===== config.mk =====
export PLATFORM = sky130hd
export DESIGN_NAME = static_link_forwarding
export DESIGN_NICKNAME = d
export VERILOG_FILES = /design/src/hw/static_link_forwarding.v
export VERILOG_INCLUDE_DIRS = /design/src /design/src/hw
export SDC_FILE = /design/constraint.sdc
export NUM_CORES = 1
export LEC_CHECK = 0
export BUFFER_PORTS_ARGS = -buffer_cell sky130_fd_sc_hd__buf_2
export CAP_MARGIN = 20
export CORE_MARGIN = 2
export CORE_UTILIZATION = 45
export DETAILED_ROUTE_END_ITERATION = 10
export PLACE_DENSITY = 0.84
export SLEW_MARGIN = 20
export SYNTH_ARGS = -nofsm -noshare
export SYNTH_HDL_FRONTEND = slang
export SYNTH_SLANG_ARGS = --single-unit
export TNS_END_PERCENT = 10

===== constraint.sdc =====
create_clock -name clk -period 1.9 [get_ports clk]
set_input_delay 0.19 -clock clk [delete_from_list [all_inputs] [get_ports clk]]
set_output_delay 0.19 -clock clk [all_outputs]
set_load 0.005 [all_outputs]

===== src/hw/static_link_regs.vh =====
`ifndef STATIC_LINK_REGS_VH
`define STATIC_LINK_REGS_VH

// register index of the first and last static link configuration word
`define SLC_FIRST_IDX 10'h0A0
`define SLC_LAST_IDX 10'h0A7
// byte address = index * 4, so the index sits above two low address bits
`define SLC_IDX_LSB 2
// field positions
`define SLC_EN_BIT 31
`define SLC_PROC_BIT 8
`define SLC_CHAN_MSB 4
`define SLC_CHAN_LSB 0
// byte lanes that hold each field
`define SLC_EN_LANE 3
`define SLC_PROC_LANE 1
`define SLC_CHAN_LANE 0
// reset values
`define SLC_EN_RST 1'h0
`define SLC_PROC_RST 1'h0
`define SLC_CHAN_RST 5'h00
// xor that maps register slot to link number (slot order C,D,A,B,G,H,E,F)
`define SLC_SLOT_SWAP 3'h2
// field and table sizes
`define SLC_CHAN_W 5
`define SLC_NSLOT 8
`define SLC_SLOT_W 3
// value of an unmapped or idle read
`define SLC_WORD_RST 32'h00000000

`endif


===== src/hw/static_link_forwarding.v =====
// Function
// - static enable set: link traffic goes to configured channel end, no routing
// - eight config words, lowest to highest, serve links C,D,A,B,G,H,E,F
// - one read-write bit picks the destination processor, resets to zero
// - five-bit read-write field picks destination channel end, resets to zero
//
// The Wishbone slave port was decided locally.
`timescale 1ns/1ps
`include "static_link_regs.vh"

module static_link_forwarding #(
  parameter NLINK = 8,
  parameter DW = 8,
  parameter AW = 12
) (
  // clock and reset
  input wire clk,
  input wire arst_n,
  // wishbone classic slave
  input wire wb_cyc_i,
  input wire wb_stb_i,
  input wire wb_we_i,
  input wire [AW-1:0] wb_adr_i,
  input wire [3:0] wb_sel_i,
  input wire [31:0] wb_dat_i,
  output reg [31:0] wb_dat_o,
  output reg wb_ack_o,
  // incoming tokens per link, index 0..7 = links A..H
  input wire [NLINK-1:0] lnk_vld,
  input wire [NLINK*DW-1:0] lnk_data,
  input wire [NLINK-1:0] lnk_eop,
  // routed path towards the switch
  output reg [NLINK-1:0] rt_vld,
  output reg [NLINK*DW-1:0] rt_data,
  output reg [NLINK-1:0] rt_eop,
  // static path towards the local channel ends
  output reg [NLINK-1:0] st_vld,
  output reg [NLINK*DW-1:0] st_data,
  output reg [NLINK-1:0] st_eop,
  output reg [NLINK-1:0] st_proc,
  output reg [NLINK*5-1:0] st_chan
);

  // ---------------------------------------------
  // helpers
  // ---------------------------------------------
  // register slot serving a given link
  function [`SLC_SLOT_W-1:0] slot_of;
    input [`SLC_SLOT_W-1:0] link;
    begin
      slot_of = link ^ `SLC_SLOT_SWAP;
    end
  endfunction

  // channel end field of one slot out of the packed slot vector
  function [`SLC_CHAN_W-1:0] chan_pick;
    input [`SLC_NSLOT*`SLC_CHAN_W-1:0] vec;
    input [`SLC_SLOT_W-1:0] k;
    begin
      chan_pick = vec[k*`SLC_CHAN_W +: `SLC_CHAN_W];
    end
  endfunction

  // read-back word built from the stored fields only
  function [31:0] read_word;
    input en;
    input proc;
    input [`SLC_CHAN_W-1:0] chan;
    begin
      read_word = `SLC_WORD_RST; // reserved positions stay zero
      read_word[`SLC_EN_BIT] = en;
      read_word[`SLC_PROC_BIT] = proc;
      read_word[`SLC_CHAN_MSB:`SLC_CHAN_LSB] = chan;
    end
  endfunction

  // ---------------------------------------------
  // configuration registers, indexed by slot
  // ---------------------------------------------
  reg [`SLC_NSLOT-1:0] en_r;
  reg [`SLC_NSLOT-1:0] proc_r;
  reg [`SLC_NSLOT*`SLC_CHAN_W-1:0] chan_r;

  // word index of the bus address; the two low bits pick a byte
  wire [AW-`SLC_IDX_LSB-1:0] idx = wb_adr_i[AW-1:`SLC_IDX_LSB];
  // a request counts once: a strobe still held during ack is not new
  wire req = wb_cyc_i && wb_stb_i && !wb_ack_o;
  reg hit;
  reg [`SLC_SLOT_W-1:0] slot;

  // address decode; outside the table the bus is answered but nothing stored
  always @* begin
    hit = 1'b0;
    slot = idx[`SLC_SLOT_W-1:0]; // first index is a multiple of eight
    if (idx < `SLC_FIRST_IDX) begin
      hit = 1'b0;
    end else if (idx > `SLC_LAST_IDX) begin
      hit = 1'b0;
    end else begin
      hit = 1'b1;
    end
  end

  // ack one cycle after the request, dropped the cycle after
  always @(posedge clk or negedge arst_n) begin
    if (!arst_n) begin
      wb_ack_o <= 1'b0;
      wb_dat_o <= `SLC_WORD_RST;
    end else begin
      wb_ack_o <= req;
      if (req && !wb_we_i && hit) begin
        wb_dat_o <= read_word(en_r[slot], proc_r[slot], chan_pick(chan_r, slot));
      end else begin
        // unmapped reads and idle cycles show zero
        wb_dat_o <= `SLC_WORD_RST;
      end
    end
  end

  // writes land on the request edge; reserved bits are simply not stored
  always @(posedge clk or negedge arst_n) begin
    if (!arst_n) begin
      en_r <= {`SLC_NSLOT{`SLC_EN_RST}};
      proc_r <= {`SLC_NSLOT{`SLC_PROC_RST}};
      chan_r <= {`SLC_NSLOT{`SLC_CHAN_RST}};
    end else if (req && wb_we_i && hit) begin
      if (wb_sel_i[`SLC_EN_LANE]) begin
        en_r[slot] <= wb_dat_i[`SLC_EN_BIT];
      end
      if (wb_sel_i[`SLC_PROC_LANE]) begin
        proc_r[slot] <= wb_dat_i[`SLC_PROC_BIT];
      end
      if (wb_sel_i[`SLC_CHAN_LANE]) begin
        chan_r[slot*`SLC_CHAN_W +: `SLC_CHAN_W] <= wb_dat_i[`SLC_CHAN_MSB:`SLC_CHAN_LSB];
      end
    end
  end

  // ---------------------------------------------
  // per-link steering
  // ---------------------------------------------
  // mode and destination are latched at the first token of a packet so
  // that a config write mid-packet never splits one packet over two paths
  reg [NLINK-1:0] inpkt_r;
  reg [NLINK-1:0] mode_r;
  reg [NLINK-1:0] dproc_r;
  reg [NLINK*`SLC_CHAN_W-1:0] dchan_r;
  // path and destination that apply to the token now on each link
  reg [NLINK-1:0] use_st;
  reg [NLINK-1:0] proc_now;
  reg [NLINK*`SLC_CHAN_W-1:0] chan_now;
  reg [`SLC_SLOT_W-1:0] s;
  integer i;
  integer j;

  // ---------------------------------------------
  // path selection
  // ---------------------------------------------
  // a packet in flight keeps what it latched; an idle link follows the
  // live config, so st_proc and st_chan show where a new packet would go
  always @* begin
    use_st = {NLINK{1'b0}};
    proc_now = {NLINK{1'b0}};
    chan_now = {NLINK*`SLC_CHAN_W{1'b0}};
    s = {`SLC_SLOT_W{1'b0}};
    for (j = 0; j < NLINK; j = j + 1) begin
      s = slot_of(j[`SLC_SLOT_W-1:0]);
      if (inpkt_r[j]) begin
        use_st[j] = mode_r[j];
        proc_now[j] = dproc_r[j];
        chan_now[j*`SLC_CHAN_W +: `SLC_CHAN_W] = dchan_r[j*`SLC_CHAN_W +: `SLC_CHAN_W];
      end else begin
        use_st[j] = en_r[s];
        proc_now[j] = proc_r[s];
        chan_now[j*`SLC_CHAN_W +: `SLC_CHAN_W] = chan_pick(chan_r, s);
      end
    end
  end

  // ---------------------------------------------
  // packet tracking
  // ---------------------------------------------
  // the first token of a packet freezes path and destination until eop
  always @(posedge clk or negedge arst_n) begin
    if (!arst_n) begin
      inpkt_r <= {NLINK{1'b0}};
      mode_r <= {NLINK{1'b0}};
      dproc_r <= {NLINK{1'b0}};
      dchan_r <= {NLINK*`SLC_CHAN_W{1'b0}};
    end else begin
      for (i = 0; i < NLINK; i = i + 1) begin
        if (lnk_vld[i] && !inpkt_r[i]) begin
          mode_r[i] <= use_st[i];
          dproc_r[i] <= proc_now[i];
          dchan_r[i*`SLC_CHAN_W +: `SLC_CHAN_W] <= chan_now[i*`SLC_CHAN_W +: `SLC_CHAN_W];
        end
        if (lnk_vld[i]) begin
          inpkt_r[i] <= !lnk_eop[i]; // the eop token closes the packet
        end
      end
    end
  end

  // ---------------------------------------------
  // output registers
  // ---------------------------------------------
  // static path: skips the switch, tagged with processor and channel end;
  // data goes to both paths unqualified, which saves a mux per data bit
  always @(posedge clk or negedge arst_n) begin
    if (!arst_n) begin
      st_vld <= {NLINK{1'b0}};
      st_data <= {NLINK*DW{1'b0}};
      st_eop <= {NLINK{1'b0}};
      st_proc <= {NLINK{1'b0}};
      st_chan <= {NLINK*`SLC_CHAN_W{1'b0}};
    end else begin
      st_vld <= lnk_vld & use_st;
      st_eop <= lnk_vld & use_st & lnk_eop;
      st_data <= lnk_data;
      st_proc <= proc_now;
      st_chan <= chan_now;
    end
  end

  // routed path: an enable left clear hands the token to the switch
  always @(posedge clk or negedge arst_n) begin
    if (!arst_n) begin
      rt_vld <= {NLINK{1'b0}};
      rt_data <= {NLINK*DW{1'b0}};
      rt_eop <= {NLINK{1'b0}};
    end else begin
      rt_vld <= lnk_vld & ~use_st;
      rt_eop <= lnk_vld & ~use_st & lnk_eop;
      rt_data <= lnk_data;
    end
  end

endmodule // static_link_forwarding


; ---- Word level (Yosys, flattened, before mapping)
; Cells that the tools add are included.
[classes]
n_reduce_logical = 36
bitwise = 5
order_cmp = 4
add_sub_neg = 1
muxes = 36
multipliers = 1
n_shift = 3
[ops]
columns = op, count
row1 = bitwise mux 40 bit, 1
row2 = 2-to-1 mux 5 bit, 8
row3 = variable shift 5 x 34 -> 40 bit (first input constant), 1
row4 = indexed part select 40 x 7 -> 5 bit, 1
row5 = indexed part select 5 x 34 -> 40 bit, 1
row6 = negator 6 -> 34 bit, 1
row7 = AND 8 bit, 4
row8 = 2-to-1 mux 32 bit, 1
row9 = 2-to-1 mux 1 bit, 21
row10 = zero test 1 bit, 18
row11 = bitwise mux 8 bit, 2
row12 = logical AND 1 bit, 15
row13 = greater-than comparator 10 x 8 -> 1 bit (second input constant), 1
row14 = less-than comparator 10 x 8 -> 1 bit (second input constant), 1
row15 = NOT 8 bit, 1
row16 = binary-select mux 1 bit (select 3 bit), 2
row17 = multiplier 3 x 3 -> 6 bit (second input constant), 1
row18 = AND reduction 2 bit, 3
row19 = less-than comparator 3 x 4 -> 1 bit (second input constant), 1
row20 = demux 1 bit (select 3 bit), 1
row21 = >= comparator 3 x 1 -> 1 bit (second input constant), 1
[totals]
regBits = 297
inputBits = 133
out_inout_bits = 241

; ---- Logic depth before layout (Yosys ltp)
[depth]
depth_word = 5
mapped_depth = 8
depth_no_buf = 6

; ---- Least setup slack after synthesis
; OpenSTA, ideal clock, no wires.
[synth_path]
path_type = input to register
startpoint = in wb_adr_i[2]
endpoint = reg chan_r[0]
path_slack_ps = -140
setup_time_ps = 125
t_required_ps = 1775
path_stages = 7
t_arrival_ps = 1915
n_path_buf = 3
path_cell_list = buf_2 > inv_1 > ha_1 > clkbuf_1 > or4_1 > buf_2 > mux2_4
[synth_via]
elab_chain_cells = 5
[synth_rtl]
columns = item, line
row1 = "start, declared", static_link_forwarding.v:23  ; input wire [AW-1:0] wb_adr_i,
row2 = "parallel branches: the longest is 5 deep, another holds negator 6 -> 34 bit", --
row3 = "end signal, assigned", static_link_forwarding.v:125  ; chan_r <= {`SLC_NSLOT{`SLC_CHAN_RST}};
row4 = "end signal, assigned by index", static_link_forwarding.v:134  ; chan_r[slot*`SLC_CHAN_W +: `SLC_CHAN_W] <= wb_dat_i[`SLC_CHAN_MSB:`SLC_CHAN_LSB];
row5 = "end, declared", static_link_forwarding.v:82  ; reg [`SLC_NSLOT*`SLC_CHAN_W-1:0] chan_r;
; Several ways; the timed one is not identified.
; A chain may end at the register's enable or synchronous reset.

; ---- Worst setup path in the final report
[layout_path]
startpoint = reg wb_ack_o
endpoint = reg chan_r[24]
[layout_via]
elab_chain_cells = 5
[layout_rtl]
columns = item, line
row1 = "start, declared", static_link_forwarding.v:27  ; output reg wb_ack_o,
row2 = "start signal, assigned", static_link_forwarding.v:110  ; wb_ack_o <= req;
row3 = zero test 1 bit, static_link_forwarding.v:87  ; wire req = wb_cyc_i && wb_stb_i && !wb_ack_o;
row4 = logical AND 1 bit, static_link_forwarding.v:87
row5 = logical AND 1 bit (2 in series), static_link_forwarding.v:126  ; end else if (req && wb_we_i && hit) begin
row6 = AND reduction 2 bit (no line), --
; No other way between the ends.

==> impl_results.md <==
- Status: complete, no violations
- Worst reg2reg path depth: 4
- Clk slew on worst S/H paths: roughly 60 ps
- Reg2reg start: wb_ack_o
- Final period utilization: 0.985
- Worst-Margin Slew: 610 ps
- Die Ht: 158 µm
- Wl on met1: about 11 mm
- Via count: 7960
- Clk_lat worst skew: 540 ps
- Synthesis-to-finish area growth: 33.3%
- Fin. Hold Viols: 0
- Worst VDD drop: 0.000595 V
- Worst Path Required: around 2300 ps
- Synth Area in Adders: 0.00469
- Mux share of post-synthesis cell area: 0.104
- Largest net degree at the start of global routing: 62
- Netlist cell types: 46
- Critical Path Start Type: flop
- RSZ-0062 raised after global routing: yes
- # setup viols final: 0
- Vias per inst: 5.00
- Max FO, Critical Path: 5
- Worst Path Buf+Inv: 0
- Power per cell area: just under 900 mW/mm²
- Flops & latches, synth: 272
- Post-detail-place hpwl: around 21 mm
- Die W: between 150 and 200 µm
- Final hold slack: approximately 130 ps
- Standard-cell rows: 56
- Placed cell count: ~1400
- Core area: 0.0234 mm²
- Slowest CP cell: or4_4
- Routed Antenna Nets: 0
- Critical path arrival: around 2300 ps
- CTS buffer count: 29
- Syn_area_per_cell: 12.4 µm²
- Flop2flop setup slack: between 20 and 30 ps
- Initial antenna violation count: 4
- Clock tree buffer depth: 3
- Hold Path Class: input port to flop
- Global placement routability congestion: 0.955
- Ratio of cells with drive above 1 in the final layout: 0.387
- CTS tree: done
- Core Util, Final: 0.607
- Drt total wl: just over 30 mm
- Min-Delay Endpoint: wb_dat_o[8]
- Area occupied by multi-input gates: 0.00302 mm²
- Register area share after synthesis: 0.638
- Met2 WL: 15.5 mm
- Iteration-0 DRC Markers: between 600 and 700
- Initial Util: 0.456
- Top Family by Delay on Critical Path: simple AND/OR/NAND/NOR gates
- Clock skew: 16.5 ps
- EDFF count, synth: 0
- CP Class: flop to flop
- Predominant post-synthesis flop cell: dfrtp_1
- PortBufs: 320
- LEAKAGE: between 7 and 8 nW
- Minimum clock period: 1870 ps
- Total grt overflow: 0
- CTS Sinks: 272
- Drt first pass iters: 5
- WL met3: 1.94 mm
- Post-Syn Instances: 863
- CP Cell Sequence: and4b_2, nand3_4, or4_4, mux2_4
- Post-Synth Simple-Gate Area: 0.0864
- Die ar.: 0.0249 mm²
- Max incr delay on CP: 610 ps
- Combinational family with the most area after synthesis: multiplexers
- Ports: 374
- Clock Tree Root: clkbuf_16
- Crit end category: flop
- DRC Markers: 0
- First-pass GRT wire length: 44.7 mm
- Drt wl/cell: 19.2 µm
- Cell area after synthesis: 0.0107 mm²
- Max_slew headroom: 0.583
- R2R Path End: chan_r[24]
- Top sig layer: met4
- Fin nets: 1384
- All-Layer GR Usage: 0.237
- Yosys warning total: 0
- Max-Cap Viols: 0
- Vias in the first global route: 7998
- Tot Pwr: between 0.01 and 0.015 W
- FFs w/ async S/R, synth: 1.00
- Worst Hold Depth: 3
- Peak Freq: between 500 and 600 MHz
- Setup bufs post-CTS: 0
- Xor/xnor share of the synthesized area: 0.000821
- Hold_sp: wb_we_i
- Fillers: 1792
- Reg area: 0.00681 mm²
- Final non-filler cell total: 1591
- Synth Area in Compound Gates: 0.0769
- Clock H-tree levels: 1
- Slew Viols, Final: 0
what timing repair did:
item	4_1_cts	5_1_grt
setup endpoints to repair	5	5
pin swaps	0	2
hold endpoints to repair	245	0
hold buffers	98	0
gates resized for setup	1	2
per-layer routing:
metal  vias to the layer above  track usage
met3                       103       0.0517
met4                         0        0.149
met2                       340        0.407
met1                      3949        0.268
li1                       3568            -
met5                         -            0
worst reg2reg max path, stage by stage, from the launching register on:
cell	delay, ps
dfrtp_1	380
and4b_2	320
nand3_4	110
or4_4	610
mux2_4	320
logic make-up after synthesis:
| logic type | after synthesis |
|---|---|
| AOI/OAI and AO/OA | 149 |
| xor gates and xnor gates | 1 |
| adders and majority gates | 4 |
| buffers and inverters | 157 |
| DFF | 272 |
| muxes | 91 |
| other | 1 |
| and+or+nand+nor | 188 |
power by group:
part,total (W),internal [W],leakage (nW),switching [W]
Combinational,0.00101,0.000467,3.13,0.000539
Sequential,0.00598,0.00590,3.60,0.0000773
Clock,0.00561,0.00335,0.476,0.00226
Total,0.0126,0.00971,7.21,0.00288
layout by cell type, fill, tap and decap left out, types with 2 or more instances in the layout:
master,synthesis,routed
a2111oi_0,2,2
a21oi_1,2,2
a22o_1,2,2
and2_1,9,9
and3_1,8,8
buf_12,0,4
buf_2,7,319
buf_4,90,29
bufinv_16,0,2
clkbuf_1,23,5
clkbuf_16,0,29
clkbuf_8,0,7
clkinv_2,0,6
conb_1,1,25
dfrtp_1,272,272
diode_2,0,4
dlygate4sd3_1,0,98
ha_1,4,4
inv_1,35,33
inv_2,0,2
mux2_2,60,60
mux2_4,10,10
mux2i_1,15,15
mux4_2,6,6
nand2_1,86,86
nand2b_1,13,13
nand3_1,5,5
nand4_1,5,5
nand4b_1,2,2
nor2_1,31,31
nor2b_1,11,11
nor3_1,3,3
o21a_1,10,10
o21ai_0,121,121
o221ai_1,3,3
o22ai_1,3,3
or2_2,7,7
or4_4,1,2
cell usage after synthesis, drive strengths merged (3+ instances only):
| library cell | count | area share |
|---|---|---|
| inv | 35 | 0.012 |
| nor3 | 3 | 0.0014 |
| nand4 | 5 | 0.0029 |
| nand3 | 6 | 0.0033 |
| o221ai | 3 | 0.0025 |
| and2 | 9 | 0.0053 |
| o21a | 10 | 0.0070 |
| nand2 | 86 | 0.030 |
| mux2i | 15 | 0.014 |
| or2 | 7 | 0.0041 |
| nor2b | 11 | 0.0065 |
| clkbuf | 23 | 0.0081 |
| nand2b | 13 | 0.0076 |
| o22ai | 3 | 0.0018 |
| mux4 | 6 | 0.013 |
| ha | 4 | 0.0047 |
| o21ai | 121 | 0.057 |
| dfrtp | 272 | 0.64 |
| nor2 | 31 | 0.011 |
| and3 | 8 | 0.0047 |
| buf | 99 | 0.068 |
| mux2 | 70 | 0.077 |
per-stage QoR:
step	setup WS [ps]	instance area [µm²]	TNS, ps
2_1_floorplan	4.96	10800	0
3_3_place_gp	18.3	12300	0
3_5_place_dp	-45.7	12300	-204
4_1_cts	22.6	14200	0
5_1_grt	-10.5	14200	-39.4
6_report	28.0	14200	0
worst max path at each step:
| stage | end | start | cells after the start |
|---|---|---|---|
| after global placement | chan_r[4] | wb_adr_i[11] | 5 |
| after global routing | chan_r[23] | wb_ack_o | 4 |
| after floorplan | chan_r[0] | wb_adr_i[3] | 7 |
| after CTS | chan_r[22] | wb_ack_o | 4 |
| after detailed placement | chan_r[2] | wb_adr_i[11] | 5 |
| final | chan_r[24] | wb_ack_o | 4 |
layout make-up:
cell class / count / share of cell area
flip-flops and latches: 272 / 0.479
multi-input cells: 458 / 0.212
repair buffers: 451 / 0.203
clock buffers: 41 / 0.0592
well taps: 319 / 0.0281
inverters: 35 / 0.00924
clock inverters: 11 / 0.00828
diodes: 4 / 0.000704
flip-flops by register name, indices dropped and copies added, names as in the netlist:
register and count:
wb_dat_o 7, proc_r 8, rt_data 64, inpkt_r 8
dproc_r 8, wb_ack_o 1, en_r 8, mode_r 8
st_proc 8, st_vld 8, st_eop 8, rt_vld 8
chan_r 40, dchan_r 40, st_chan 40, rt_eop 8
(Power assumes the default switching activity.)
